--- config.mk ---
export PLATFORM = sky130hd
export DESIGN_NAME = ptg_timer
export DESIGN_NICKNAME = d
export VERILOG_FILES = /design/src/ptg_pkg.sv /design/src/ptg_pacer_if.sv /design/src/ptg_pacer.sv /design/src/ptg_timer.sv
export SDC_FILE = /design/constraint.sdc
export NUM_CORES = 1
export LEC_CHECK = 0
export ABC_AREA = 1
export BUFFER_PORTS_ARGS = -buffer_cell sky130_fd_sc_hd__buf_2
export CAP_MARGIN = 10
export CORE_ASPECT_RATIO = 1.2
export CORE_MARGIN = 1
export CORE_UTILIZATION = 35
export CTS_CLUSTER_SIZE = 25
export DETAILED_ROUTE_END_ITERATION = 8
export GPL_ROUTABILITY_DRIVEN = 0
export MAX_ROUTING_LAYER = met4
export PLACE_DENSITY = 0.59
export SYNTH_ARGS = -nofsm -noshare
export SYNTH_HDL_FRONTEND = slang
export SYNTH_SLANG_ARGS = --single-unit
--- constraint.sdc ---
create_clock -name clk_sys -period 2.5 [get_ports clk_sys]
set_input_delay 0.375 -clock clk_sys [delete_from_list [all_inputs] [get_ports clk_sys]]
set_output_delay 0.375 -clock clk_sys [all_outputs]
set_load 0.02 [all_outputs]
--- src/ptg_pkg.sv ---
// Constants, register map and types of the pacer and general timer block.
// Assumes a single 25 MHz system clock and a synchronous active-high reset.
package ptg_pkg;

  // ==========================================================================
  // Widths
  localparam int ADDR_W = 4;
  localparam int DATA_W = 16;

  // ==========================================================================
  // Register offsets
  localparam logic [ADDR_W-1:0] ADDR_DIV1 = 4'h0;
  localparam logic [ADDR_W-1:0] ADDR_DIV2 = 4'h1;
  localparam logic [ADDR_W-1:0] ADDR_CTRL = 4'h2;
  localparam logic [ADDR_W-1:0] ADDR_GT_MODE = 4'h3;
  localparam logic [ADDR_W-1:0] ADDR_GT_COUNT = 4'h4;
  localparam logic [ADDR_W-1:0] ADDR_CMD = 4'h5;
  localparam logic [ADDR_W-1:0] ADDR_SAMPLES = 4'h6;
  localparam logic [ADDR_W-1:0] ADDR_STATUS = 4'h7;
  localparam logic [ADDR_W-1:0] ADDR_STOP_COUNT = 4'h8;

  // ==========================================================================
  // Field positions
  localparam int CTRL_TRIG_EN_BIT = 0;
  localparam int CTRL_EXT_CLK_BIT = 1;
  localparam int CMD_GT_STOP_BIT = 0;
  localparam int CMD_ACQ_STOP_BIT = 1;
  localparam int CMD_SAMPLES_CLR_BIT = 2;
  localparam int STAT_GT_OUT_BIT = 0;
  localparam int STAT_PACER_RUN_BIT = 1;
  localparam int STAT_TRIG_EN_BIT = 2;
  localparam int STAT_GT_ACTIVE_BIT = 3;
  localparam int MODE_W = 3;

  // ==========================================================================
  // Counter modes
  localparam logic [MODE_W-1:0] counter_mode_zero = 3'h0;
  localparam logic [MODE_W-1:0] counter_mode_one = 3'h1;
  localparam logic [MODE_W-1:0] counter_mode_two = 3'h2;
  localparam logic [MODE_W-1:0] counter_mode_three = 3'h3;
  localparam logic [MODE_W-1:0] counter_mode_four = 3'h4;
  localparam logic [MODE_W-1:0] counter_mode_five = 3'h5;

  // ==========================================================================
  // Reset values
  localparam logic [DATA_W-1:0] DIV_RST = 16'h0000;
  localparam logic [DATA_W-1:0] COUNT_RST = 16'h0000;
  localparam logic [DATA_W-1:0] ONE = 16'h0001;
  localparam logic [DATA_W-1:0] TWO = 16'h0002;

  // ==========================================================================
  // Timing: 2 MHz tick made from 25 MHz by a fractional accumulator
  localparam int SYS_CLK_HZ = 25_000_000;
  localparam int PACER_SRC_HZ = 2_000_000;
  localparam int HZ_PER_MHZ = 1_000_000;
  localparam int TICK_ACC_W = 5;
  localparam logic [TICK_ACC_W-1:0] TICK_STEP = TICK_ACC_W'(PACER_SRC_HZ / HZ_PER_MHZ);
  localparam logic [TICK_ACC_W-1:0] TICK_MOD = TICK_ACC_W'(SYS_CLK_HZ / HZ_PER_MHZ);

  // ==========================================================================
  // General timer sequencing
  typedef enum logic [1:0] {GT_IDLE, GT_ARMED, GT_RUN} ptg_gt_state_t;

endpackage : ptg_pkg

--- src/ptg_pacer_if.sv ---
// Carrier between the timer top and the pacer divider chain.
// Assumes both ends run on clk_sys.
`timescale 1ns/1ps
interface ptg_pacer_if;
  import ptg_pkg::*;
  logic tick;
  logic enable;
  logic [DATA_W-1:0] div1;
  logic [DATA_W-1:0] div2;
  logic trig;
  logic running;
  modport ctl (output tick, enable, div1, div2, input trig, running);
  modport pacer (input tick, enable, div1, div2, output trig, running);
endinterface : ptg_pacer_if

--- src/ptg_pacer.sv ---
// Cascaded pacer dividers producing the conversion trigger.
// Assumes tick is a one-cycle 2 MHz enable on clk_sys.
`timescale 1ns/1ps
module ptg_pacer (
  // Clock and reset
  input wire logic clk_sys,
  input wire logic rst,
  // Control side
  ptg_pacer_if.pacer pif
);
  import ptg_pkg::*;

  logic [DATA_W-1:0] cnt1_r;
  logic [DATA_W-1:0] cnt2_r;
  logic trig_r;
  logic t1_end;
  logic t2_end;

  // ==========================================================================
  // Run condition: any zero divider halts the chain
  assign pif.running = pif.enable && (pif.div1 != DIV_RST) && (pif.div2 != DIV_RST);
  assign t1_end = pif.running && pif.tick && (cnt1_r <= ONE);
  assign t2_end = t1_end && (cnt2_r <= ONE);
  assign pif.trig = trig_r;

  // ==========================================================================
  // First divider counts ticks, second counts first-divider ends
  always_ff @(posedge clk_sys) begin
    if (rst || !pif.running) begin
      cnt1_r <= pif.div1;
    end else if (pif.tick) begin
      cnt1_r <= (cnt1_r <= ONE) ? pif.div1 : cnt1_r - ONE;
    end
  end

  always_ff @(posedge clk_sys) begin
    if (rst || !pif.running) begin
      cnt2_r <= pif.div2;
    end else if (t1_end) begin
      cnt2_r <= (cnt2_r <= ONE) ? pif.div2 : cnt2_r - ONE;
    end
  end

  always_ff @(posedge clk_sys) begin
    if (rst) begin
      trig_r <= 1'b0;
    end else begin
      trig_r <= t2_end;
    end
  end
endmodule : ptg_pacer

--- src/ptg_timer.sv ---
// Pacer trigger and general-purpose timer with a plain register port.
// Assumes a 25 MHz clk_sys, synchronous reset, and asynchronous timer pins.
//
// What this block does
// - Pacer rate is 2 MHz over divider product.
// - Pacer dividers serve only the sampling trigger.
// - Any zero divider stops pacer triggers.
// - General timer offers counter modes zero to five.
// - Internal clock generates; external clock counts events.
// - Current general timer count readable any time.
// - Stop parks one-shot, count zero, reports count.
// - Acquisition stop disables trigger, keeps sample count.
`timescale 1ns/1ps
module ptg_timer (
  // Clock and reset
  input wire logic clk_sys,
  input wire logic rst,
  // Register port
  input wire logic [ptg_pkg::ADDR_W-1:0] reg_addr,
  input wire logic [ptg_pkg::DATA_W-1:0] reg_wdata,
  input wire logic reg_wr,
  input wire logic reg_rd,
  output logic [ptg_pkg::DATA_W-1:0] reg_rdata,
  // General timer pins
  input wire logic gt_ext_clk_in,
  input wire logic gt_gate_in,
  output logic gt_out,
  // Converter side
  input wire logic sample_done,
  output logic pacer_trig
);
  import ptg_pkg::*;

  ptg_pacer_if pif ();

  logic [TICK_ACC_W-1:0] tick_acc_r;
  logic tick_r;
  logic [DATA_W-1:0] first_pacer_divider_r;
  logic [DATA_W-1:0] second_pacer_divider_r;
  logic trig_en_r;
  logic ext_sel_r;
  logic [MODE_W-1:0] gt_mode_r;
  logic [DATA_W-1:0] general_timer_count_r;
  logic [DATA_W-1:0] gt_count_r;
  logic [DATA_W-1:0] stop_count_r;
  logic [DATA_W-1:0] samples_r;
  logic gt_out_r;
  ptg_gt_state_t gt_state_r;
  logic ext_s1_r, ext_s2_r, ext_s3_r;
  logic gate_s1_r, gate_s2_r, gate_s3_r;
  logic gate_trig_r;
  logic [DATA_W-1:0] rdata_r;
  logic wr_div1, wr_div2, wr_ctrl, wr_mode, wr_count, wr_cmd;
  logic gt_stop, acq_stop, samples_clr;
  logic ext_rise, gate_rise, gt_tick, gate_lvl, hw_trig_mode, pulse_mode;

  // ==========================================================================
  // Write decode
  assign wr_div1 = reg_wr && (reg_addr == ADDR_DIV1);
  assign wr_div2 = reg_wr && (reg_addr == ADDR_DIV2);
  assign wr_ctrl = reg_wr && (reg_addr == ADDR_CTRL);
  assign wr_mode = reg_wr && (reg_addr == ADDR_GT_MODE) && (reg_wdata[MODE_W-1:0] <= counter_mode_five);
  assign wr_count = reg_wr && (reg_addr == ADDR_GT_COUNT);
  assign wr_cmd = reg_wr && (reg_addr == ADDR_CMD);
  assign gt_stop = wr_cmd && reg_wdata[CMD_GT_STOP_BIT];
  assign acq_stop = wr_cmd && reg_wdata[CMD_ACQ_STOP_BIT];
  assign samples_clr = wr_cmd && reg_wdata[CMD_SAMPLES_CLR_BIT];

  // ==========================================================================
  // 2 MHz source tick
  always_ff @(posedge clk_sys) begin
    if (rst) begin
      tick_acc_r <= '0;
      tick_r <= 1'b0;
    end else if (tick_acc_r + TICK_STEP >= TICK_MOD) begin
      tick_acc_r <= tick_acc_r + TICK_STEP - TICK_MOD;
      tick_r <= 1'b1;
    end else begin
      tick_acc_r <= tick_acc_r + TICK_STEP;
      tick_r <= 1'b0;
    end
  end

  // ==========================================================================
  // Pacer registers and divider chain
  always_ff @(posedge clk_sys) begin
    if (rst) begin
      first_pacer_divider_r <= DIV_RST;
      second_pacer_divider_r <= DIV_RST;
    end else begin
      if (wr_div1) begin
        first_pacer_divider_r <= reg_wdata;
      end
      if (wr_div2) begin
        second_pacer_divider_r <= reg_wdata;
      end
    end
  end

  always_ff @(posedge clk_sys) begin
    if (rst) begin
      trig_en_r <= 1'b0;
      ext_sel_r <= 1'b0;
    end else if (acq_stop) begin
      trig_en_r <= 1'b0;
    end else if (wr_ctrl) begin
      trig_en_r <= reg_wdata[CTRL_TRIG_EN_BIT];
      ext_sel_r <= reg_wdata[CTRL_EXT_CLK_BIT];
    end
  end

  assign pif.tick = tick_r;
  assign pif.enable = trig_en_r;
  assign pif.div1 = first_pacer_divider_r;
  assign pif.div2 = second_pacer_divider_r;
  assign pacer_trig = pif.trig;

  // Dividers feed nothing but the conversion trigger
  ptg_pacer u_pacer (
    .clk_sys(clk_sys),
    .rst(rst),
    .pif(pif)
  );

  // Sample tally survives an acquisition stop
  always_ff @(posedge clk_sys) begin
    if (rst) begin
      samples_r <= COUNT_RST;
    end else if (sample_done) begin
      samples_r <= samples_clr ? ONE : samples_r + ONE;
    end else if (samples_clr) begin
      samples_r <= COUNT_RST;
    end
  end

  // ==========================================================================
  // Timer pin synchronisers and edge detect
  always_ff @(posedge clk_sys) begin
    if (rst) begin
      ext_s1_r <= 1'b0;
      ext_s2_r <= 1'b0;
      ext_s3_r <= 1'b0;
      gate_s1_r <= 1'b0;
      gate_s2_r <= 1'b0;
      gate_s3_r <= 1'b0;
    end else begin
      ext_s1_r <= gt_ext_clk_in;
      ext_s2_r <= ext_s1_r;
      ext_s3_r <= ext_s2_r;
      gate_s1_r <= gt_gate_in;
      gate_s2_r <= gate_s1_r;
      gate_s3_r <= gate_s2_r;
    end
  end

  assign ext_rise = ext_s2_r && !ext_s3_r;
  assign gate_rise = gate_s2_r && !gate_s3_r;
  assign gate_lvl = gate_s2_r;
  assign gt_tick = ext_sel_r ? ext_rise : tick_r;
  assign hw_trig_mode = (gt_mode_r == counter_mode_one) || (gt_mode_r == counter_mode_five);
  assign pulse_mode = (gt_mode_r == counter_mode_two) || (gt_mode_r == counter_mode_four) ||
                      (gt_mode_r == counter_mode_five);

  // Gate rising edge held until the next timer tick
  // A fresh gate edge wins over a clear in the same cycle
  always_ff @(posedge clk_sys) begin
    if (rst) begin
      gate_trig_r <= 1'b0;
    end else begin
      gate_trig_r <= gate_rise || (gate_trig_r && !gt_tick && !wr_mode && !gt_stop);
    end
  end

  // ==========================================================================
  // Timer mode and load value
  always_ff @(posedge clk_sys) begin
    if (rst) begin
      gt_mode_r <= counter_mode_zero;
      general_timer_count_r <= COUNT_RST;
    end else if (gt_stop) begin
      gt_mode_r <= counter_mode_one;
      general_timer_count_r <= COUNT_RST;
    end else begin
      if (wr_mode) begin
        gt_mode_r <= reg_wdata[MODE_W-1:0];
      end
      if (wr_count) begin
        general_timer_count_r <= reg_wdata;
      end
    end
  end

  // ==========================================================================
  // Timer counting sequence
  always_ff @(posedge clk_sys) begin
    if (rst) begin
      gt_state_r <= GT_IDLE;
      gt_count_r <= COUNT_RST;
      gt_out_r <= 1'b1;
    end else if (gt_stop) begin
      gt_state_r <= GT_IDLE;
      gt_count_r <= COUNT_RST;
      gt_out_r <= 1'b1;
    end else if (wr_mode) begin
      gt_state_r <= GT_IDLE;
      gt_out_r <= (reg_wdata[MODE_W-1:0] != counter_mode_zero);
    end else if (wr_count) begin
      gt_state_r <= GT_ARMED;
      if (gt_mode_r == counter_mode_zero) begin
        gt_out_r <= 1'b0;
      end
    end else if (gt_tick) begin
      if (pulse_mode) begin
        gt_out_r <= 1'b1;
      end
      unique case (gt_state_r)
        GT_IDLE: begin
        end
        GT_ARMED: begin
          if (!hw_trig_mode || gate_trig_r) begin
            gt_count_r <= general_timer_count_r;
            gt_state_r <= GT_RUN;
            if (gt_mode_r == counter_mode_one) begin
              gt_out_r <= 1'b0;
            end
          end
        end
        GT_RUN: begin
          if (hw_trig_mode && gate_trig_r) begin
            gt_count_r <= general_timer_count_r;
            if (gt_mode_r == counter_mode_one) begin
              gt_out_r <= 1'b0;
            end
          end else if ((gt_mode_r == counter_mode_two) || (gt_mode_r == counter_mode_three)) begin
            if (!gate_lvl) begin
              gt_out_r <= 1'b1;
            end else if (gate_trig_r) begin
              gt_count_r <= general_timer_count_r;
            end else if (gt_mode_r == counter_mode_two) begin
              if (gt_count_r <= ONE) begin
                gt_count_r <= general_timer_count_r;
                gt_out_r <= 1'b0;
              end else begin
                gt_count_r <= gt_count_r - ONE;
              end
            end else if (gt_count_r <= TWO) begin
              gt_count_r <= general_timer_count_r;
              gt_out_r <= !gt_out_r;
            end else begin
              gt_count_r <= gt_count_r - TWO;
            end
          end else if (hw_trig_mode || gate_lvl) begin
            gt_count_r <= gt_count_r - ONE;
            if (gt_count_r == ONE) begin
              gt_out_r <= (gt_mode_r == counter_mode_zero) || (gt_mode_r == counter_mode_one);
              gt_state_r <= hw_trig_mode ? GT_ARMED : GT_IDLE;
            end
          end
        end
      endcase
    end
  end

  assign gt_out = gt_out_r;

  // Count at the moment of a stop
  always_ff @(posedge clk_sys) begin
    if (rst) begin
      stop_count_r <= COUNT_RST;
    end else if (gt_stop) begin
      stop_count_r <= gt_count_r;
    end
  end

  // ==========================================================================
  // Read port: data one cycle after the strobe, unmapped reads zero
  always_ff @(posedge clk_sys) begin
    if (rst || !reg_rd) begin
      rdata_r <= '0;
    end else begin
      unique case (reg_addr)
        ADDR_DIV1: rdata_r <= first_pacer_divider_r;
        ADDR_DIV2: rdata_r <= second_pacer_divider_r;
        ADDR_CTRL: rdata_r <= DATA_W'({ext_sel_r, trig_en_r});
        ADDR_GT_MODE: rdata_r <= DATA_W'(gt_mode_r);
        ADDR_GT_COUNT: rdata_r <= gt_count_r;
        ADDR_SAMPLES: rdata_r <= samples_r;
        ADDR_STATUS: rdata_r <= DATA_W'({gt_state_r != GT_IDLE, trig_en_r, pif.running, gt_out_r});
        ADDR_STOP_COUNT: rdata_r <= stop_count_r;
        default: rdata_r <= '0;
      endcase
    end
  end

  assign reg_rdata = rdata_r;
endmodule : ptg_timer

== After elaboration in Yosys (flattened, before gate mapping) ==
Cells that the tools add are included.
Widths: inputs -> output; s select.

* Input bits: 27
* Logic and storage cells: 185
* Flip-flop bits (word level): 166
* Output and inout bits: 18

* Multiplexer cells: 51
* Equality and inequality tests: 29
* Order comparisons: 6
* Reduce and logical (&&, ||, !) cells: 63
* Add/sub/neg operators: 7
* Bitwise logic cells: 3

{| class="wikitable"
|+ Operator list
! operator !! number
|-
| $mux 16 || 18
|-
| $pmux 16 s8 || 1
|-
| $le 16x1->1 const B || 3
|-
| $sub 16x1->16 const B || 3
|-
| $pmux 16 s2 || 1
|-
| $reduce_bool 16->1 || 2
|-
| $mux 1 || 23
|-
| $logic_and 1x1->1 || 21
|-
| $reduce_and 7->1 || 3
|-
| $add 16x1->16 const B || 1
|-
| $eq 16x1->1 const B || 1
|-
| $eq 4x3->1 const B || 4
|-
| $le 16x2->1 const B || 1
|-
| $sub 16x2->16 const B || 1
|-
| $ne 3x3->1 const B || 5
|-
| $reduce_bool 2->1 || 7
|-
| $logic_or 1x1->1 || 10
|-
| $mux 2 || 5
|-
| $ne 2x2->1 const B || 5
|-
| $logic_not 1->1 || 9
|-
| $reduce_bool 3->1 || 3
|-
| $eq 4x2->1 const B || 2
|-
| $ne 4x4->1 const B || 2
|-
| $eq 3x2->1 const B || 2
|-
| 21 further kinds || 26
|}

== Longest topological paths before layout ==
* Word-level depth: 14
* Mapped depth: 14
* Gate-level depth less buffers: 14

== By module ==
Synthesis repeated with hierarchy kept, for this count alone.

* Cell total of the unflattened synthesis: 1434
* Area total of the unflattened synthesis: 9654.3 um^2

{| class="wikitable"
|+ Modules (own cells, without submodules)
! module !! instances !! seq. area each (um^2) !! area an instance (um^2) !! cells an instance
|-
| ptg_timer || 1 || 2662.6 || 6710.2 || 950
|-
| ptg_pacer || 1 || 980.9 || 2944.1 || 484
|}

== Worst setup path before layout ==
OpenSTA, ideal clock, no wires.

* Path kind: reg2reg
* From: register first_pacer_divider_r[8]
* To: register u_pacer.cnt2_r[0], enable pin
* Path buffers: 1
* Slack: 0.632 ns
* Setup time: 0.372 ns
* Stages on the path, launching flop included: 7
* Required time: 2.128 ns
* Period minus slack after synthesis: 1.868 ns
* Data arrival time: 1.496 ns
* Path through: dfxtp_1 nor4_1 nand4_1 nand3_1 nor2_2 clkbuf_1 nand2_1

* Word-level cells in the longest chain between the ends: 6
* Elaborated cells between the ends (all ways): 8
* Those cells by class: reduce/logical: 8

{| class="wikitable"
|+ RTL lines
! element !! RTL line !! text
|-
| from (decl) || ptg_timer.sv:38 || <nowiki>logic [DATA_W-1:0] first_pacer_divider_r;</nowiki>
|-
| from (signal assigned) || ptg_timer.sv:92 || <nowiki>first_pacer_divider_r <= reg_wdata;</nowiki>
|-
| $reduce_bool 16->1 * || ptg_pacer.sv:21 || <nowiki>assign pif.running = pif.enable && (pif.div1 != DIV_RST) && (pif.div2 != DIV_RST);</nowiki>
|-
| $logic_and 1x1->1 * (2 in a row) || ptg_pacer.sv:21 ||
|-
| $logic_not 1->1 / $logic_and 1x1->1 (equally long branches) || ptg_pacer.sv:37, ptg_pacer.sv:22 ||
|-
| $logic_or 1x1->1 / $logic_and 1x1->1 (equally long branches) || ptg_pacer.sv:37, ptg_pacer.sv:22 ||
|-
| $reduce_bool 2->1 (no source line) * || n/a ||
|-
| to (signal assigned) || ptg_pacer.sv:38 || <nowiki>cnt2_r <= pif.div2;</nowiki>
|-
| to (signal assigned) || ptg_pacer.sv:40 || <nowiki>cnt2_r <= (cnt2_r <= ONE) ? pif.div2 : cnt2_r - ONE;</nowiki>
|-
| to (decl) || ptg_pacer.sv:14 || <nowiki>logic [DATA_W-1:0] cnt2_r;</nowiki>
|}

Mark *: on every way between the ends. The rest lies on a longest branch, timed or not.
A chain may end at the register's enable or synchronous reset.

== Worst setup path after layout ==
* From: register gt_count_r[1]
* To: register gt_count_r[3]

* Word-level cells in the longest chain between the ends: 8
* Elaborated cells between the ends (all ways): 13
* Those cells by class: add/sub: 2; order compare: 2; mux: 9

{| class="wikitable"
|+ RTL lines
! element !! RTL line !! text
|-
| from (decl) || ptg_timer.sv:44 || <nowiki>logic [DATA_W-1:0] gt_count_r;</nowiki>
|-
| from (signal assigned) || ptg_timer.sv:221 || <nowiki>gt_count_r <= general_timer_count_r;</nowiki>
|-
| from (signal assigned) || ptg_timer.sv:230 || <nowiki>gt_count_r <= general_timer_count_r;</nowiki>
|-
| from (signal assigned) || ptg_timer.sv:238 || <nowiki>gt_count_r <= general_timer_count_r;</nowiki>
|-
| $sub 16x2->16, or another cell as far along || ptg_timer.sv:250 || <nowiki>gt_count_r <= gt_count_r - TWO;</nowiki>
|-
| $mux 16 (on tied branches) || ptg_timer.sv:246, ptg_timer.sv:240 ||
|-
| $mux 16 || ptg_timer.sv:239 || <nowiki>end else if (gt_mode_r == counter_mode_two) begin</nowiki>
|-
| $mux 16 || ptg_timer.sv:237 || <nowiki>end else if (gate_trig_r) begin</nowiki>
|-
| $mux 16 || ptg_timer.sv:235 || <nowiki>if (!gate_lvl) begin</nowiki>
|-
| $mux 16 * || ptg_timer.sv:234 || <nowiki>end else if ((gt_mode_r == counter_mode_two) || (gt_mode_r == counter_mode_three)) begin</nowiki>
|-
| $mux 16 * || ptg_timer.sv:229 || <nowiki>if (hw_trig_mode && gate_trig_r) begin</nowiki>
|-
| $pmux 16 s2 * || ptg_timer.sv:216 || <nowiki>unique case (gt_state_r)</nowiki>
|}

Mark *: on every way between the ends. The rest lies on a longest branch, timed or not. The select of a mux whose other input is x is not followed.

==> reports/summary.txt <==
Die Wd = 147 um
Post-CTS Setup Inserts = 0
Synth Warn # = 0
critical path endpoint = gt_count_r[3]
Num CTS Buffers = 17
post-layout util = 0.409
PostCTS Resize Cnt = 0
top-area cell type share of the netlist area = 0.304
VDD IR-drop max = 0.334 mV
run status = complete, no violations
reported net switching power = 1.46 mW
Initial Util = 0.356
Placed Cells = 1542
I/O pins = 45
share of layout cells above drive strength 1 = 0.132
Tmin final = 2.20 ns
CP Launch Type = register
Int Pwr = 4.81 mW
wire length of the first global-routing pass = 41300 um
Clock Tree Buf Depth = 2
CTS tree = yes
IO buf count = 44
n_diodes = 0
num rows = 63
max incr delay on CP = 0.36 ns
Post-DRT Antenna Nets = 0
Design Area, Final = 10100 sq um
post-DR vias/cell = 5.13
WL/cell = 16.6 um
post-detail-place hpwl = 20200 um
CTS sink cnt = 166
largest net degree at the start of global routing = 48
CP max-delay cell = dfxtp_1
Hold Crit Class = in -> reg
vias = 8074
top cells by area, synth = dfxtp_1 30%, edfxtp_1 11%, nand2_1 11%
actual slew at the worst max-slew pin = 0.768 ns
Layout area overhead = 14.7%
logic gate share of total power = 0.076
Worst-path clk slew = 0.06 ns
unrepaired setup endpoints after global routing = false
worst-path cell chain = inv_1 -> ha_1 -> nand2_4 -> a21oi_4 -> nand3_2 -> nand3_2 -> nand2_2 -> nand2_2 -> nand2_1 -> nand3_2 -> a21oi_2
cell repeated most along the worst path = nand3_2
clock latency on the worst-skew pair = 0.44 ns
# hold bufs at CTS = 0
Remaining DRCs = 0
Final Cycle Share = 0.881
Async SR Flop Fraction = 0
final setup fails = 0
Max Clk Rate = 0.454 GHz
Worst EP arrival = 2.52 ns
Leakage = 4.18 nW
final std cells w/o fill = 1574
first-pass iteration count of the detailed router = 5
# H-tree levels = 4
Critical R2R Launch = gt_count_r[1]
antenna violations before repair = 0
cell count along the critical path = 11
CP bufs+invs = 1
crit path max fanout = 8
Synth Cell Area = 8820 sq um
most common cell after layout, fill and taps aside = nand2_1
sw frac = 0.233
Seq pwr share = 0.447
Die H = 176 um
Slew headroom = 0.487
PD cells = 620 nW/um^2
vias in the first global route = 7779
Die Area = 25800 sq um
GR Util All Layers = 0.214
gr ovfl total = 0
final worst slack = 0.298 ns
drt initial violations = 679
Clock Skew = 0.00818 ns
worst hold slack = 0.133 ns
required time worst endpoint = 2.82 ns
number of synthesized flops with an enable pin = 32
share of power burned in the clock network = 0.478
reg-to-reg slack, setup = 0.30 ns
cell family with most CP delay = simple AND/OR/NAND/NOR gates
Post-Syn Area per Cell = 7.42 sq um
top_reg_cell synth = dfxtp_1
clock root cell = clkbuf_16
R2R depth = 11
Worst Setup Path Type = reg -> reg
Worst setup startpoint = gt_count_r[1]
total power = 6.27 mW
Max Cap Viol = 0
setup TNS = 0 ns
post-synth net total = 1233
post-synthesis sequential area ratio = 0.413
Final #Nets = 1280
most frequent cells in the layout = 248 x nand2_1, 134 x dfxtp_1, 126 x nor2_1
final hold vios = 0
dpl ws = 0.324 ns
routed wire length = 26100 um
Post-DP Area = 9440 sq um
Synth area leader = dfxtp_1
max-slew violations = 0
distinct cell type count after synthesis = 55
Core ar. = 24800 sq um
Mapped Cells = 1189
FF+latch count, synth = 166
Crit. End Element = register
Critical R2R Capture = gt_count_r[3]
metal layers:
layer / GRT usage / part of all wire
met3: 0.0335 / 0.036
met1: 0.240 / 0.43
met2: 0.361 / 0.49
met5: - / 0
met4: 0.121 / 0.046
final cells by class:
cell class | count | area (sq um)
fillers | 2589 | 14600
flip-flops and latches | 166 | 3640
clock inverters | 10 | 189
multi-input cells | 862 | 4520
repair buffers | 67 | 405
clock buffers | 22 | 485
well taps | 325 | 407
inverters | 122 | 460
flip-flops by register name, summed over array words and instances, names as in the netlist, 2 cells and up:
register / flops
gt_mode_r: 3
stop_count_r: 16
pif.div2: 16
u_pacer.cnt2_r: 16
gt_count_r: 16
u_pacer.cnt1_r: 16
reg_rdata: 16
samples_r: 16
tick_acc_r: 5
first_pacer_divider_r: 16
gt_state_r: 2
general_timer_count_r: 16
worst register-to-register path, cell delays in order, from the launching register on:
cell,delay (ns)
dfxtp_1,0.36
inv_1,0.26
ha_1,0.30
nand2_4,0.10
a21oi_4,0.23
nand3_2,0.13
nand3_2,0.19
nand2_2,0.10
nand2_2,0.18
nand2_1,0.09
nand3_2,0.08
a21oi_2,0.05
cells by family after synthesis:
group	share of synthesized area
AOI/OAI and AO/OA	0.173
and+or+nand+nor	0.267
buffers and inverters	0.0738
xor gates and xnor gates	0.0487
DFF	0.413
adders and majority gates	0.0241
worst min path at each step:
stage | start | slack (ns) | to | depth (start not counted)
6_report | gt_gate_in | 0.13 | gate_s1_r | 3
5_1_grt | gt_gate_in | 0.15 | gate_s1_r | 3
4_1_cts | gt_gate_in | 0.13 | gate_s1_r | 3
3_5_place_dp | ext_s1_r | 0.40 | ext_s2_r | 2
3_3_place_gp | gate_s1_r | 0.39 | gate_lvl | 2
2_1_floorplan | ext_s1_r | 0.39 | ext_s2_r | 2
power by group through the flow:
stage,Clock (mW),Sequential [mW],Combinational [mW]
after floorplan,0,2.85,0.303
after global placement,0,2.86,0.472
after detailed placement,0,2.86,0.469
after CTS,3.04,2.80,0.474
after global routing,3.16,2.81,0.525
final,3.00,2.80,0.474
synthesized netlist by cell type, types with 18 or more instances:
master,number
nand3_1,56
dfxtp_1,134
a21oi_1,107
edfxtp_1,32
clkbuf_1,20
nor2_1,126
o21ai_0,82
o21ai_1,20
nand2_1,248
xor2_1,33
inv_1,105
o22ai_1,18
(Power assumes the default switching activity.)
